$ cat config.mk
export PLATFORM = sky130hd
export DESIGN_NAME = bmu_top
export DESIGN_NICKNAME = d
export VERILOG_FILES = /design/src/design/bmu_pkg.sv /design/src/design/bmu_top.sv /design/src/design/bmu_mult8.sv
export SDC_FILE = /design/constraint.sdc
export NUM_CORES = 1
export LEC_CHECK = 0
export BUFFER_PORTS_ARGS = -buffer_cell sky130_fd_sc_hd__buf_4
export CAP_MARGIN = 20
export CORE_MARGIN = 1
export CORE_UTILIZATION = 50
export CTS_BUF_LIST = sky130_fd_sc_hd__clkbuf_16
export DETAILED_ROUTE_END_ITERATION = 16
export PLACE_DENSITY = 0.75
export SYNTH_ARGS = -nofsm -noshare
export SYNTH_HDL_FRONTEND = slang
export SYNTH_HIERARCHICAL = 1
export SYNTH_SLANG_ARGS = --single-unit
$ cat constraint.sdc
create_clock -name sys_clk_in -period 3.95 [get_ports sys_clk_in]
set_input_delay 0.79 -clock sys_clk_in [delete_from_list [all_inputs] [get_ports sys_clk_in]]
set_output_delay 0.79 -clock sys_clk_in [all_outputs]
set_load 0.005 [all_outputs]
$ cat src/design/bmu_pkg.sv
// Overview of operation
// - opcode high 0x0d multiplies working register by literal
// - literal product written high and low bytes
// - literal multiply leaves working register unchanged
// - no status flag changes on either multiply
// - file multiply uses byte at address 0..255
// - file multiply leaves working and file registers
// - access bit zero selects fast-access window
// - access bit one uses bank select pointer
// - one instruction cycle, product written in phase four
// - no overflow or carry indication ever raised
package bmu_pkg;
    localparam logic [7:0] BMU_OPC_LIT       = 8'h0d;  // literal multiply high byte
    localparam logic [6:0] BMU_OPC_FILE      = 7'h01;  // file multiply upper seven bits
    localparam int         BMU_ACCESS_BIT    = 8;      // access-select bit position
    localparam logic [7:0] BMU_ACC_SPLIT     = 8'h80;  // window low half / high half split
    localparam logic [3:0] BMU_ACC_HIGH_BANK = 4'hf;   // bank of upper window half
    localparam logic [1:0] BMU_PH_DECODE     = 2'h0;   // phase one
    localparam logic [1:0] BMU_PH_READ       = 2'h1;   // phase two
    localparam logic [1:0] BMU_PH_PROCESS    = 2'h2;   // phase three
    localparam logic [1:0] BMU_PH_WRITE      = 2'h3;   // phase four
    localparam logic [7:0] BMU_PROD_RST      = 8'h00;  // product reset value

    // instruction kinds
    typedef enum logic [1:0] {BMU_OP_NONE, BMU_OP_LIT, BMU_OP_FILE} bmu_op_t;

    // data-memory read request toward the register file
    typedef struct packed {
        logic        rd_en;   // read strobe in phase two
        logic [11:0] addr;    // full bank:offset address
    } bmu_fread_t;

    // state of the unit
    typedef struct packed {
        bmu_op_t     op;         // decoded instruction
        logic [7:0]  operand;    // literal or file byte
        logic [15:0] product;    // computed product
        logic [7:0]  prod_high;  // product-high register
        logic [7:0]  prod_low;   // product-low register
        logic        done;       // product written this cycle
    } bmu_state_t;
endpackage

$ cat src/design/bmu_top.sv
`timescale 1ns/1ps
// multiply datapath driven by the core's four-phase cycle
module bmu_top
(
    input  wire logic                sys_clk_in,       // 200 MHz core clock
    input  wire logic                rst_n_in,         // async active-low reset
    input  wire logic                phase_en_in,      // one-cycle phase advance pulse
    input  wire logic [1:0]          phase_in,         // current phase, 0..3
    input  wire logic [15:0]         opcode_in,        // instruction word
    input  wire logic [7:0]          working_reg_in,   // working register value
    input  wire logic [3:0]          bank_ptr_in,      // bank select pointer
    output bmu_pkg::bmu_fread_t      fread_out,        // file read request
    input  wire logic [7:0]          fdata_in,         // file read data
    input  wire logic                product_high_we_in,      // software write product-high
    input  wire logic                product_low_we_in,      // software write product-low
    input  wire logic [7:0]          wdata_in,         // software write data
    output logic      [7:0]          product_high_out, // product-high register
    output logic      [7:0]          product_low_out,  // product-low register
    output logic                     busy_out,         // multiply in progress
    output logic                     done_out,         // product written pulse
    output logic                     flags_we_out,     // status flag write strobe
    output logic                     working_register_we_out       // working register write strobe
);
    bmu_pkg::bmu_state_t st_reg;   // registered state
    bmu_pkg::bmu_state_t st_next;  // next state
    logic [15:0]         prod;     // multiplier output
    logic                is_lit;   // literal opcode seen
    logic                is_file;  // file opcode seen
    logic [11:0]         faddr;    // resolved file address

    // the product arithmetic
    bmu_mult8 u_mult
    (
        .a_in  (working_reg_in),
        .b_in  (st_reg.operand),
        .p_out (prod)
    );

    // opcode decode
    assign is_lit  = (opcode_in[15:8] == bmu_pkg::BMU_OPC_LIT);
    assign is_file = (opcode_in[15:9] == bmu_pkg::BMU_OPC_FILE);

    // bank resolution of the file address
    always_comb
    begin
        if (opcode_in[bmu_pkg::BMU_ACCESS_BIT])
        begin
            faddr = {bank_ptr_in, opcode_in[7:0]};
        end
        else if (opcode_in[7:0] < bmu_pkg::BMU_ACC_SPLIT)
        begin
            faddr = {4'h0, opcode_in[7:0]};
        end
        else
        begin
            faddr = {bmu_pkg::BMU_ACC_HIGH_BANK, opcode_in[7:0]};
        end
    end

    // read request only in phase two of a file multiply
    always_comb
    begin
        fread_out.rd_en = (st_reg.op == bmu_pkg::BMU_OP_FILE) && phase_en_in
                          && (phase_in == bmu_pkg::BMU_PH_READ);
        fread_out.addr  = faddr;
    end

    // next-state: decode, read, process, write per phase
    always_comb
    begin
        st_next      = st_reg;
        st_next.done = 1'b0;
        if (phase_en_in)
        begin
            case (phase_in)
                bmu_pkg::BMU_PH_DECODE:
                begin
                    // decode
                    if (is_lit)
                    begin
                        st_next.op = bmu_pkg::BMU_OP_LIT;
                    end
                    else if (is_file)
                    begin
                        st_next.op = bmu_pkg::BMU_OP_FILE;
                    end
                    else
                    begin
                        st_next.op = bmu_pkg::BMU_OP_NONE;
                    end
                end
                bmu_pkg::BMU_PH_READ:
                begin
                    // fetch operand
                    if (st_reg.op == bmu_pkg::BMU_OP_LIT)
                    begin
                        st_next.operand = opcode_in[7:0];
                    end
                    else if (st_reg.op == bmu_pkg::BMU_OP_FILE)
                    begin
                        st_next.operand = fdata_in;
                    end
                end
                bmu_pkg::BMU_PH_PROCESS:
                begin
                    // compute
                    st_next.product = prod;
                end
                bmu_pkg::BMU_PH_WRITE:
                begin
                    // write both product bytes
                    if (st_reg.op != bmu_pkg::BMU_OP_NONE)
                    begin
                        st_next.prod_high = st_reg.product[15:8];
                        st_next.prod_low  = st_reg.product[7:0];
                        st_next.done      = 1'b1;
                    end
                    st_next.op = bmu_pkg::BMU_OP_NONE;
                end
                default:
                begin
                    st_next.op = bmu_pkg::BMU_OP_NONE;
                end
            endcase
        end
        // software access when no product write is taking place
        if (!st_next.done)
        begin
            if (product_high_we_in)
            begin
                st_next.prod_high = wdata_in;
            end
            if (product_low_we_in)
            begin
                st_next.prod_low = wdata_in;
            end
        end
    end

    // state register
    always_ff @(posedge sys_clk_in or negedge rst_n_in)
    begin
        if (!rst_n_in)
        begin
            st_reg <= '{op: bmu_pkg::BMU_OP_NONE, operand: 8'h00, product: 16'h0000,
                        prod_high: bmu_pkg::BMU_PROD_RST,
                        prod_low: bmu_pkg::BMU_PROD_RST, done: 1'b0};
        end
        else
        begin
            st_reg <= st_next;
        end
    end

    // outputs
    assign product_high_out = st_reg.prod_high;
    assign product_low_out  = st_reg.prod_low;
    assign busy_out         = (st_reg.op != bmu_pkg::BMU_OP_NONE);
    assign done_out         = st_reg.done;
    assign flags_we_out     = 1'b0;
    assign working_register_we_out      = 1'b0;
endmodule

$ cat src/design/bmu_mult8.sv
`timescale 1ns/1ps
// unsigned 8x8 multiplier; full width so no overflow exists
module bmu_mult8
(
    input  wire logic [7:0]  a_in,    // first factor
    input  wire logic [7:0]  b_in,    // second factor
    output logic      [15:0] p_out    // full product
);
    // zero-extend to 16 bits before multiplying
    assign p_out = {8'h00, a_in} * {8'h00, b_in};
endmodule

==> results of run 1 <==
[cell families after synthesis]
family | count (synthesis) | share of synthesized area, %
xor gates and xnor gates | 5 | 1.00
muxes | 41 | 9.85
adders and majority gates | 78 | 28.5
buffers and inverters | 93 | 10.5
other | 1 | 0.0859
and+or+nand+nor | 137 | 16.2
DFF | 43 | 24.6
AOI/OAI and AO/OA | 62 | 9.25
[worst max path at each step]
stage	to	start	slack, ns	depth (start not counted)
2_1_floorplan	st_reg[32]$_DFFE_PN0P_	working_reg_in[5]	-0.41	16
3_3_place_gp	st_reg[32]$_DFFE_PN0P_	working_reg_in[5]	-0.65	17
3_5_place_dp	st_reg[28]$_DFFE_PN0P_	working_reg_in[5]	-0.69	17
4_1_cts	st_reg[32]$_DFFE_PN0P_	working_reg_in[5]	-0.33	17
5_1_grt	st_reg[32]$_DFFE_PN0P_	working_reg_in[5]	-0.45	17
6_report	st_reg[32]$_DFFE_PN0P_	working_reg_in[5]	-0.33	17
[layout make-up]
| cell class | count | share of cell area, % |
|---|---|---|
| Clock buffer | 5 | 2.29 |
| Clock inverter | 3 | 0.869 |
| Inverter | 57 | 3.91 |
| Multi-Input combinational cell | 325 | 54.0 |
| Sequential cell | 43 | 19.7 |
| Tap cell | 105 | 2.40 |
| Timing Repair Buffer | 121 | 16.9 |
[through the flow]
step	worst slack (ns)	instance area [µm²]
floorplan	-0.414	4440
detailed placement	-0.694	5230
global route	-0.449	5470
CTS	-0.333	5450
finish	-0.334	5470
global placement	-0.646	5230
[what timing repair did]
action / CTS / global route
setup endpoints to repair: 9 / 9
gates resized for setup: 13 / 3
pin swaps: 3 / 8
buffers inserted: 0 / 1
[cell usage in the layout, fill, tap and decap left out, drive strengths merged, types with 2 or more instances in the layout]
cell type,instances
buf,121
inv,58
and2,49
dfrtp,43
nand2,42
ha,42
fa,36
mux2i,25
a21oi,25
nor2,23
mux2,16
o21ai,15
nor3,6
clkbuf,5
a21o,4
nand2b,3
xnor2,3
o31ai,3
o311ai,3
nand3b,2
and3,2
nand3,2
nand4b,2
conb,2
xor2,2
a211oi,2
a21boi,2
o21a,2
[per-layer routing]
metal,track usage [%],share of wire [%]
met1,28.6,44
met2,38.1,52
met3,3.59,3.5
met4,4.98,1.1
met5,0,0
[worst max-delay path, stage by stage]
cell and delay, ns:
sky130_fd_sc_hd__buf_8 0.10, sky130_fd_sc_hd__and2_4 0.15, sky130_fd_sc_hd__fa_1 0.53, sky130_fd_sc_hd__inv_1 0.05, sky130_fd_sc_hd__fa_1 0.47, sky130_fd_sc_hd__inv_1 0.05, sky130_fd_sc_hd__fa_1 0.47, sky130_fd_sc_hd__inv_1 0.04
sky130_fd_sc_hd__fa_1 0.48, sky130_fd_sc_hd__inv_2 0.05, sky130_fd_sc_hd__ha_4 0.22, sky130_fd_sc_hd__o21a_1 0.11, sky130_fd_sc_hd__o31a_4 0.14, sky130_fd_sc_hd__o311ai_4 0.24, sky130_fd_sc_hd__mux2i_1 0.22, sky130_fd_sc_hd__nor3_1 0.06
sky130_fd_sc_hd__mux2_4 0.27
[power breakdown]
part	leakage [µW]	total, µW	switching (µW)	internal (µW)
clock network	0.0000844	478	177	302
logic	0.00229	327	148	179
registers	0.000561	504	25.9	478
total	0.00294	1310	351	959
==> impl_summary.log, run 1 <==
INFO  metric grt.total_usage = 21.9%
INFO  metric tritoncts_clock_tree = built
INFO  metric drv.max_cap_violation_count = 0
INFO  metric clk_path_buf_depth = 2
INFO  metric synthDominantCellAreaShare = 24.6%
INFO  metric r2r-end = st_reg[32]$_DFFE_PN0P_
INFO  metric netlist_top_cells_area = sky130_fd_sc_hd__dfrtp_1 25%, sky130_fd_sc_hd__fa_1 16%, sky130_fd_sc_hd__ha_1 12%, sky130_fd_sc_hd__and2_1 7.0%, sky130_fd_sc_hd__mux2i_1 5.7%
INFO  metric dp_hpwl = 7550 µm
INFO  metric row_count = 33
INFO  metric worstPathRequired = 4.12 ns
INFO  metric die_height = 95.5 µm
INFO  metric finalHoldViolCount = 0
INFO  metric start_of_the_worst_register_to_register_path = st_reg[37]$_DFFE_PN0P_
INFO  metric startpoint_class = input port
INFO  metric worst_case_clock_skew = 0.00539 ns
INFO  metric element_type_at_the_critical_path_end = register
INFO  metric r2r_cells = 14
INFO  metric postLayoutCoreUtil = 65.6%
INFO  metric timing.final.max_slew_violations = 0
INFO  metric seq_area_frac_synth = 24.6%
INFO  metric firstDrtPassIters = 4
INFO  metric antenna_cells = 0
INFO  metric worst_endpoint_data_arrival_time = 4.45 ns
INFO  metric io-pin-count = 84
INFO  metric failed_checks = setup timing
INFO  metric outcome = finished, violations left
INFO  metric htree_levels = 2
INFO  metric power_density = 239 nW/µm²
INFO  metric num-fill-cells = 700
INFO  metric worst_pin_slew = 1.06 ns
INFO  metric first_global_vias = 3382
INFO  metric setup_total_negative_slack = -2.13 ns
INFO  metric finalWeightedCongestion = 0.857
INFO  metric final_antenna_net_count = 0
INFO  metric number_of_enable_type_register_cells_in_the_synthesized_netlist = 0
INFO  metric cts_root_buffer = sky130_fd_sc_hd__clkbuf_16
INFO  metric finalPower = 1310 µW
INFO  metric routedWlPerCell = 13.9 µm
INFO  metric initial_antenna_violation_count = 0
INFO  metric regToRegSetupSlack = -0.22 ns
INFO  metric grt_max_degree = 44
INFO  metric synth_area_leader_cell = sky130_fd_sc_hd__dfrtp_1
INFO  metric drive_gt1_share = 31.0%
INFO  metric cts.sink_count = 43
INFO  metric placeableCoreArea = 8340 µm²
INFO  metric detailed_router_s_first_iteration_violation_count = 182
INFO  metric setup_viol = 9
INFO  metric whs = 0.481 ns
INFO  metric area_used_by_multi_input_combinational_logic = 2950 µm²
INFO  metric grt_setup_unrepaired = true
INFO  metric postCtsHoldBufs = 0
INFO  metric worst_skew_pair.late_latency = 0.29 ns
INFO  metric fin_cells = 659
INFO  metric synthMostInstantiatedCell = sky130_fd_sc_hd__inv_1
INFO  metric yosys.cell_types.count = 48
INFO  metric average_vias_per_placed_instance = 5.22
INFO  metric grt-ovfl-total = 0
INFO  metric yosys_most_used_dff = sky130_fd_sc_hd__dfrtp_1
INFO  metric hold_path.class = input port to async pin
INFO  metric post_synthesis_average_cell_area = 9.50 µm²
INFO  metric postSynthCellCount = 460
INFO  metric floorplan.die_area = 9110 µm²
INFO  metric criticalPathCategory = input port to register
INFO  metric largest_reg_flops = 26
INFO  metric cts-buffers-inserted = 5
INFO  metric final-seq-area = 1080 µm²
INFO  metric ys_warn_count = 6
INFO  metric syn-cell-area = 4370 µm²
INFO  metric die_width = 95.5 µm
INFO  metric clock.fmax = 233 MHz
INFO  metric drc_errors = 0
INFO  metric clock_transition_at_path_regs = 0.06 ns
INFO  metric routed_wl = 9190 µm
INFO  metric slew_headroom = 29.4%
INFO  metric starting_density = 52.4%
INFO  metric flow.area_growth_from_synthesis = 25.3%
INFO  metric global_route_wire_length_before_repair = 15400 µm
INFO  metric final_nets = 682
INFO  metric asyncSetResetFlopFracSynth = 100%
INFO  metric detailroute.via_count = 3442
INFO  metric dp.cells = 650
INFO  metric final_critical_path_setup_slack = -0.334 ns
INFO  metric cp_max_fo = 6
INFO  metric post-route-period-util = 108%
INFO  metric cellLeakagePower = 0.00294 µW
INFO  metric max-vdd-ir-drop = 0.209 mV
INFO  metric ys_ff_latch = 43
INFO  metric post_synth_most_frequent_cells = 57 x sky130_fd_sc_hd__inv_1, 49 x sky130_fd_sc_hd__and2_1, 43 x sky130_fd_sc_hd__dfrtp_1
INFO  metric portBuffers = 81
INFO  metric fin_crit = 4.28 ns
No activity file was read; power rests on OpenSTA's default activity.
==> run 2: changes to the inputs <==
- CTS_CLUSTER_SIZE: default -> 28
- SETUP_SLACK_MARGIN: default -> 0.3
- SLEW_MARGIN: default -> 20
==> run 2 against run 1 <==
Effect of this change: the run still ends with setup timing left; wire length grew 0.76%; critical endpoint unchanged; combinational power hardly changed; fmax shrank 0.15%.
==> impl_summary.log, run 2 (same netlist as run 1, synthesis figures left out) <==
INFO  metric timing.final.max_slew_violations = 0 (unchanged)
INFO  metric portBuffers = 81 (unchanged)
INFO  metric startpoint_class = input port
INFO  metric clock_transition_at_path_regs = 0.06 ns (about the same)
INFO  metric placeableCoreArea = 8340 µm² (unchanged)
INFO  metric clk_path_buf_depth = 2 (unchanged)
INFO  metric crit_path_max_incr_delay = 0.53 ns (about the same)
INFO  metric cts.sink_count = 43 (unchanged)
INFO  metric drive_gt1_share = 31.6% (+0.54 points)
INFO  metric drc_errors = 0 (unchanged)
INFO  metric antenna_cells = 0 (unchanged)
INFO  metric dpl_cell_area = 5230 µm² (unchanged)
INFO  metric htree_levels = 2 (unchanged)
INFO  metric starting_density = 52.4% (unchanged)
INFO  metric final_antenna_net_count = 0 (unchanged)
INFO  metric path_delay_family = adder cells
INFO  metric area_used_by_multi_input_combinational_logic = 2960 µm² (+0.25%)
INFO  metric power_density = 239 nW/µm² (about the same)
INFO  metric path_cells = buf_8 -> and2_4 -> fa_1 -> inv_1 -> fa_1 -> inv_1 -> fa_1 -> inv_1 -> fa_1 -> inv_2 -> ha_4 -> o21a_1 -> o31a_4 -> o311ai_4 -> mux2i_1 -> nor3_1 -> mux2_4
INFO  metric die_height = 95.5 µm (unchanged)
INFO  metric worst_endpoint_data_arrival_time = 4.46 ns (about the same)
INFO  metric final-seq-area = 1080 µm² (unchanged)
INFO  metric detailedPlace.worstSlack = -0.694 ns (unchanged)
INFO  metric post-route-period-util = 109% (+0.17 points)
INFO  metric critPathMostFrequentCell = sky130_fd_sc_hd__fa_1
INFO  metric setup_viol = 9 (unchanged)
INFO  metric finalWeightedCongestion = 0.857 (unchanged)
INFO  metric finalHoldViolCount = 0 (unchanged)
INFO  metric routedWlPerCell = 14.1 µm (+0.76%)
INFO  metric postCtsHoldBufs = 0 (unchanged)
INFO  metric dp_hpwl = 7550 µm (unchanged)
INFO  metric cellLeakagePower = 0.00294 µW (+0.19%)
INFO  metric tritoncts_clock_tree = built
INFO  metric first_global_vias = 3391 (+0.27%)
INFO  metric worst_skew_pair.late_latency = 0.29 ns (about the same)
INFO  metric grt-ovfl-total = 0 (unchanged)
INFO  metric average_vias_per_placed_instance = 5.23 (+0.15%)
INFO  metric firstDrtPassIters = 4 (unchanged)
INFO  metric drv.max_cap_violation_count = 0 (unchanged)
INFO  metric global_route_wire_length_before_repair = 15600 µm (+1.1%)
INFO  metric final_critical_path_setup_slack = -0.340 ns (-0.00654 ns)
INFO  metric detailed_router_s_first_iteration_violation_count = 156 (-14%)
INFO  metric io-pin-count = 84 (unchanged)
INFO  metric finish.instance_area = 5480 µm² (+0.14%)
INFO  metric slew_headroom = 29.0% (-0.37 points)
INFO  metric num-fill-cells = 695 (-0.71%)
INFO  metric worst_setup_path_startpoint = working_reg_in[5]
INFO  metric hold_path.class = input port to async pin
INFO  metric fin_crit = 4.29 ns (+0.00653 ns)
INFO  metric row_count = 33 (unchanged)
INFO  metric whs = 0.480 ns (-0.000630 ns)
INFO  metric grt_setup_unrepaired = true
INFO  metric max-vdd-ir-drop = 0.209 mV (about the same)
INFO  metric initial_antenna_violation_count = 0 (unchanged)
INFO  metric final_nets = 682 (unchanged)
INFO  metric routed_wl = 9260 µm (+0.76%)
INFO  metric worstPathRequired = 4.12 ns (about the same)
INFO  metric flow.area_growth_from_synthesis = 25.4%
INFO  metric worst_case_clock_skew = 0.00558 ns (+0.000192 ns)
INFO  metric largest_reg_flops = 26 (unchanged)
INFO  metric critical_path.n_buffers_inverters = 5 (unchanged)
INFO  metric failed_checks = setup timing
INFO  metric element_type_at_the_critical_path_end = register
INFO  metric die_width = 95.5 µm (unchanged)
INFO  metric cts_root_buffer = sky130_fd_sc_hd__clkbuf_16
INFO  metric criticalPathCategory = input port to register
INFO  metric grt.total_usage = 22.2% (+0.31 points)
INFO  metric clock.fmax = 233 MHz (-0.15%)
INFO  metric cts-buffers-inserted = 5 (unchanged)
INFO  metric detailroute.via_count = 3447 (+0.15%)
INFO  metric timing.critical_path.slowest_stage_cell = sky130_fd_sc_hd__fa_1
INFO  metric layout_commonest_cell = sky130_fd_sc_hd__buf_4
INFO  metric worst_pin_slew = 1.06 ns (+0.00551 ns)
INFO  metric outcome = finished, violations left
INFO  metric grt_max_degree = 44 (unchanged)
INFO  metric start_of_the_worst_register_to_register_path = st_reg[35]$_DFFE_PN0P_
INFO  metric cp_max_fo = 6 (unchanged)
INFO  metric floorplan.die_area = 9110 µm² (unchanged)
INFO  metric mostFrequentLayoutCells = 118 x sky130_fd_sc_hd__buf_4, 54 x sky130_fd_sc_hd__inv_1, 44 x sky130_fd_sc_hd__and2_1, 43 x sky130_fd_sc_hd__dfrtp_1, 41 x sky130_fd_sc_hd__nand2_1
==> run 2: cell counts in the layout (fill, tap and decap cells not counted) <==
Identical to the previous run, type by type.
==> run 2: cell type report <==
class	instances	share of cell area, %
clock buffers	5	2.28
clock inverters	3	0.868
repair buffers	121	16.9
inverters	57	3.91
multi-input cells	325	54.1
well taps	105	2.40
flip-flops and latches	43	19.6
==> run 2: metal layers <==
metal	wire [µm]	track usage, %	vias up	share of wire, %
met1	4010	28.8	1697	43
met4	84	4.60	0	0.91
met3	337	3.59	6	3.6
met2	4830	39.1	77	52
met5	0	0	-	0
li1	-	-	1667	-
==> run 2: final timing paths <==
kind,to,slack [ns],cells past startpoint
setup / recovery,st_reg[32]$_DFFE_PN0P_,-0.34,17
hold / removal,product_low_out[7]$_DFF_PN0_,0.48,1
setup reg to reg,st_reg[32]$_DFFE_PN0P_,-0.23,16
hold reg to reg,st_reg[22]$_DFFE_PN0P_,0.51,1
max in group asynchronous,product_high_out[1]$_DFF_PN0_,3.09,1
min in group sys_clk_in,st_reg[22]$_DFFE_PN0P_,0.51,1
==> run 2: timing repair <==
item | 4_1_cts | 5_1_grt
pin swaps | 4 | 6
gates resized for setup | 17 | 1
buffers inserted | 0 | 1
setup endpoints to repair | 10 | 10
==> run 2: power by group <==
part / total [µW] / internal [µW] / switching [µW]
combinational: 328 / 180 / 148
sequential: 504 / 478 / 26.0
clock: 479 / 302 / 177
total: 1310 / 960 / 351
==> run 2: through the flow <==
| stage | cells | utilization (%) | setup TNS (ns) | total power [µW] |
|---|---|---|---|---|
| global route | 659 | 65.7 | -3.24 | 1380 |
| finish | 659 | 65.7 | -2.15 | 1310 |
| floorplan | 461 | - | -2.28 | 704 |
| detailed placement | 650 | 62.7 | -5.27 | 837 |
| global placement | 650 | 62.7 | -4.78 | 825 |
| CTS | 658 | 65.5 | -2.03 | 1320 |
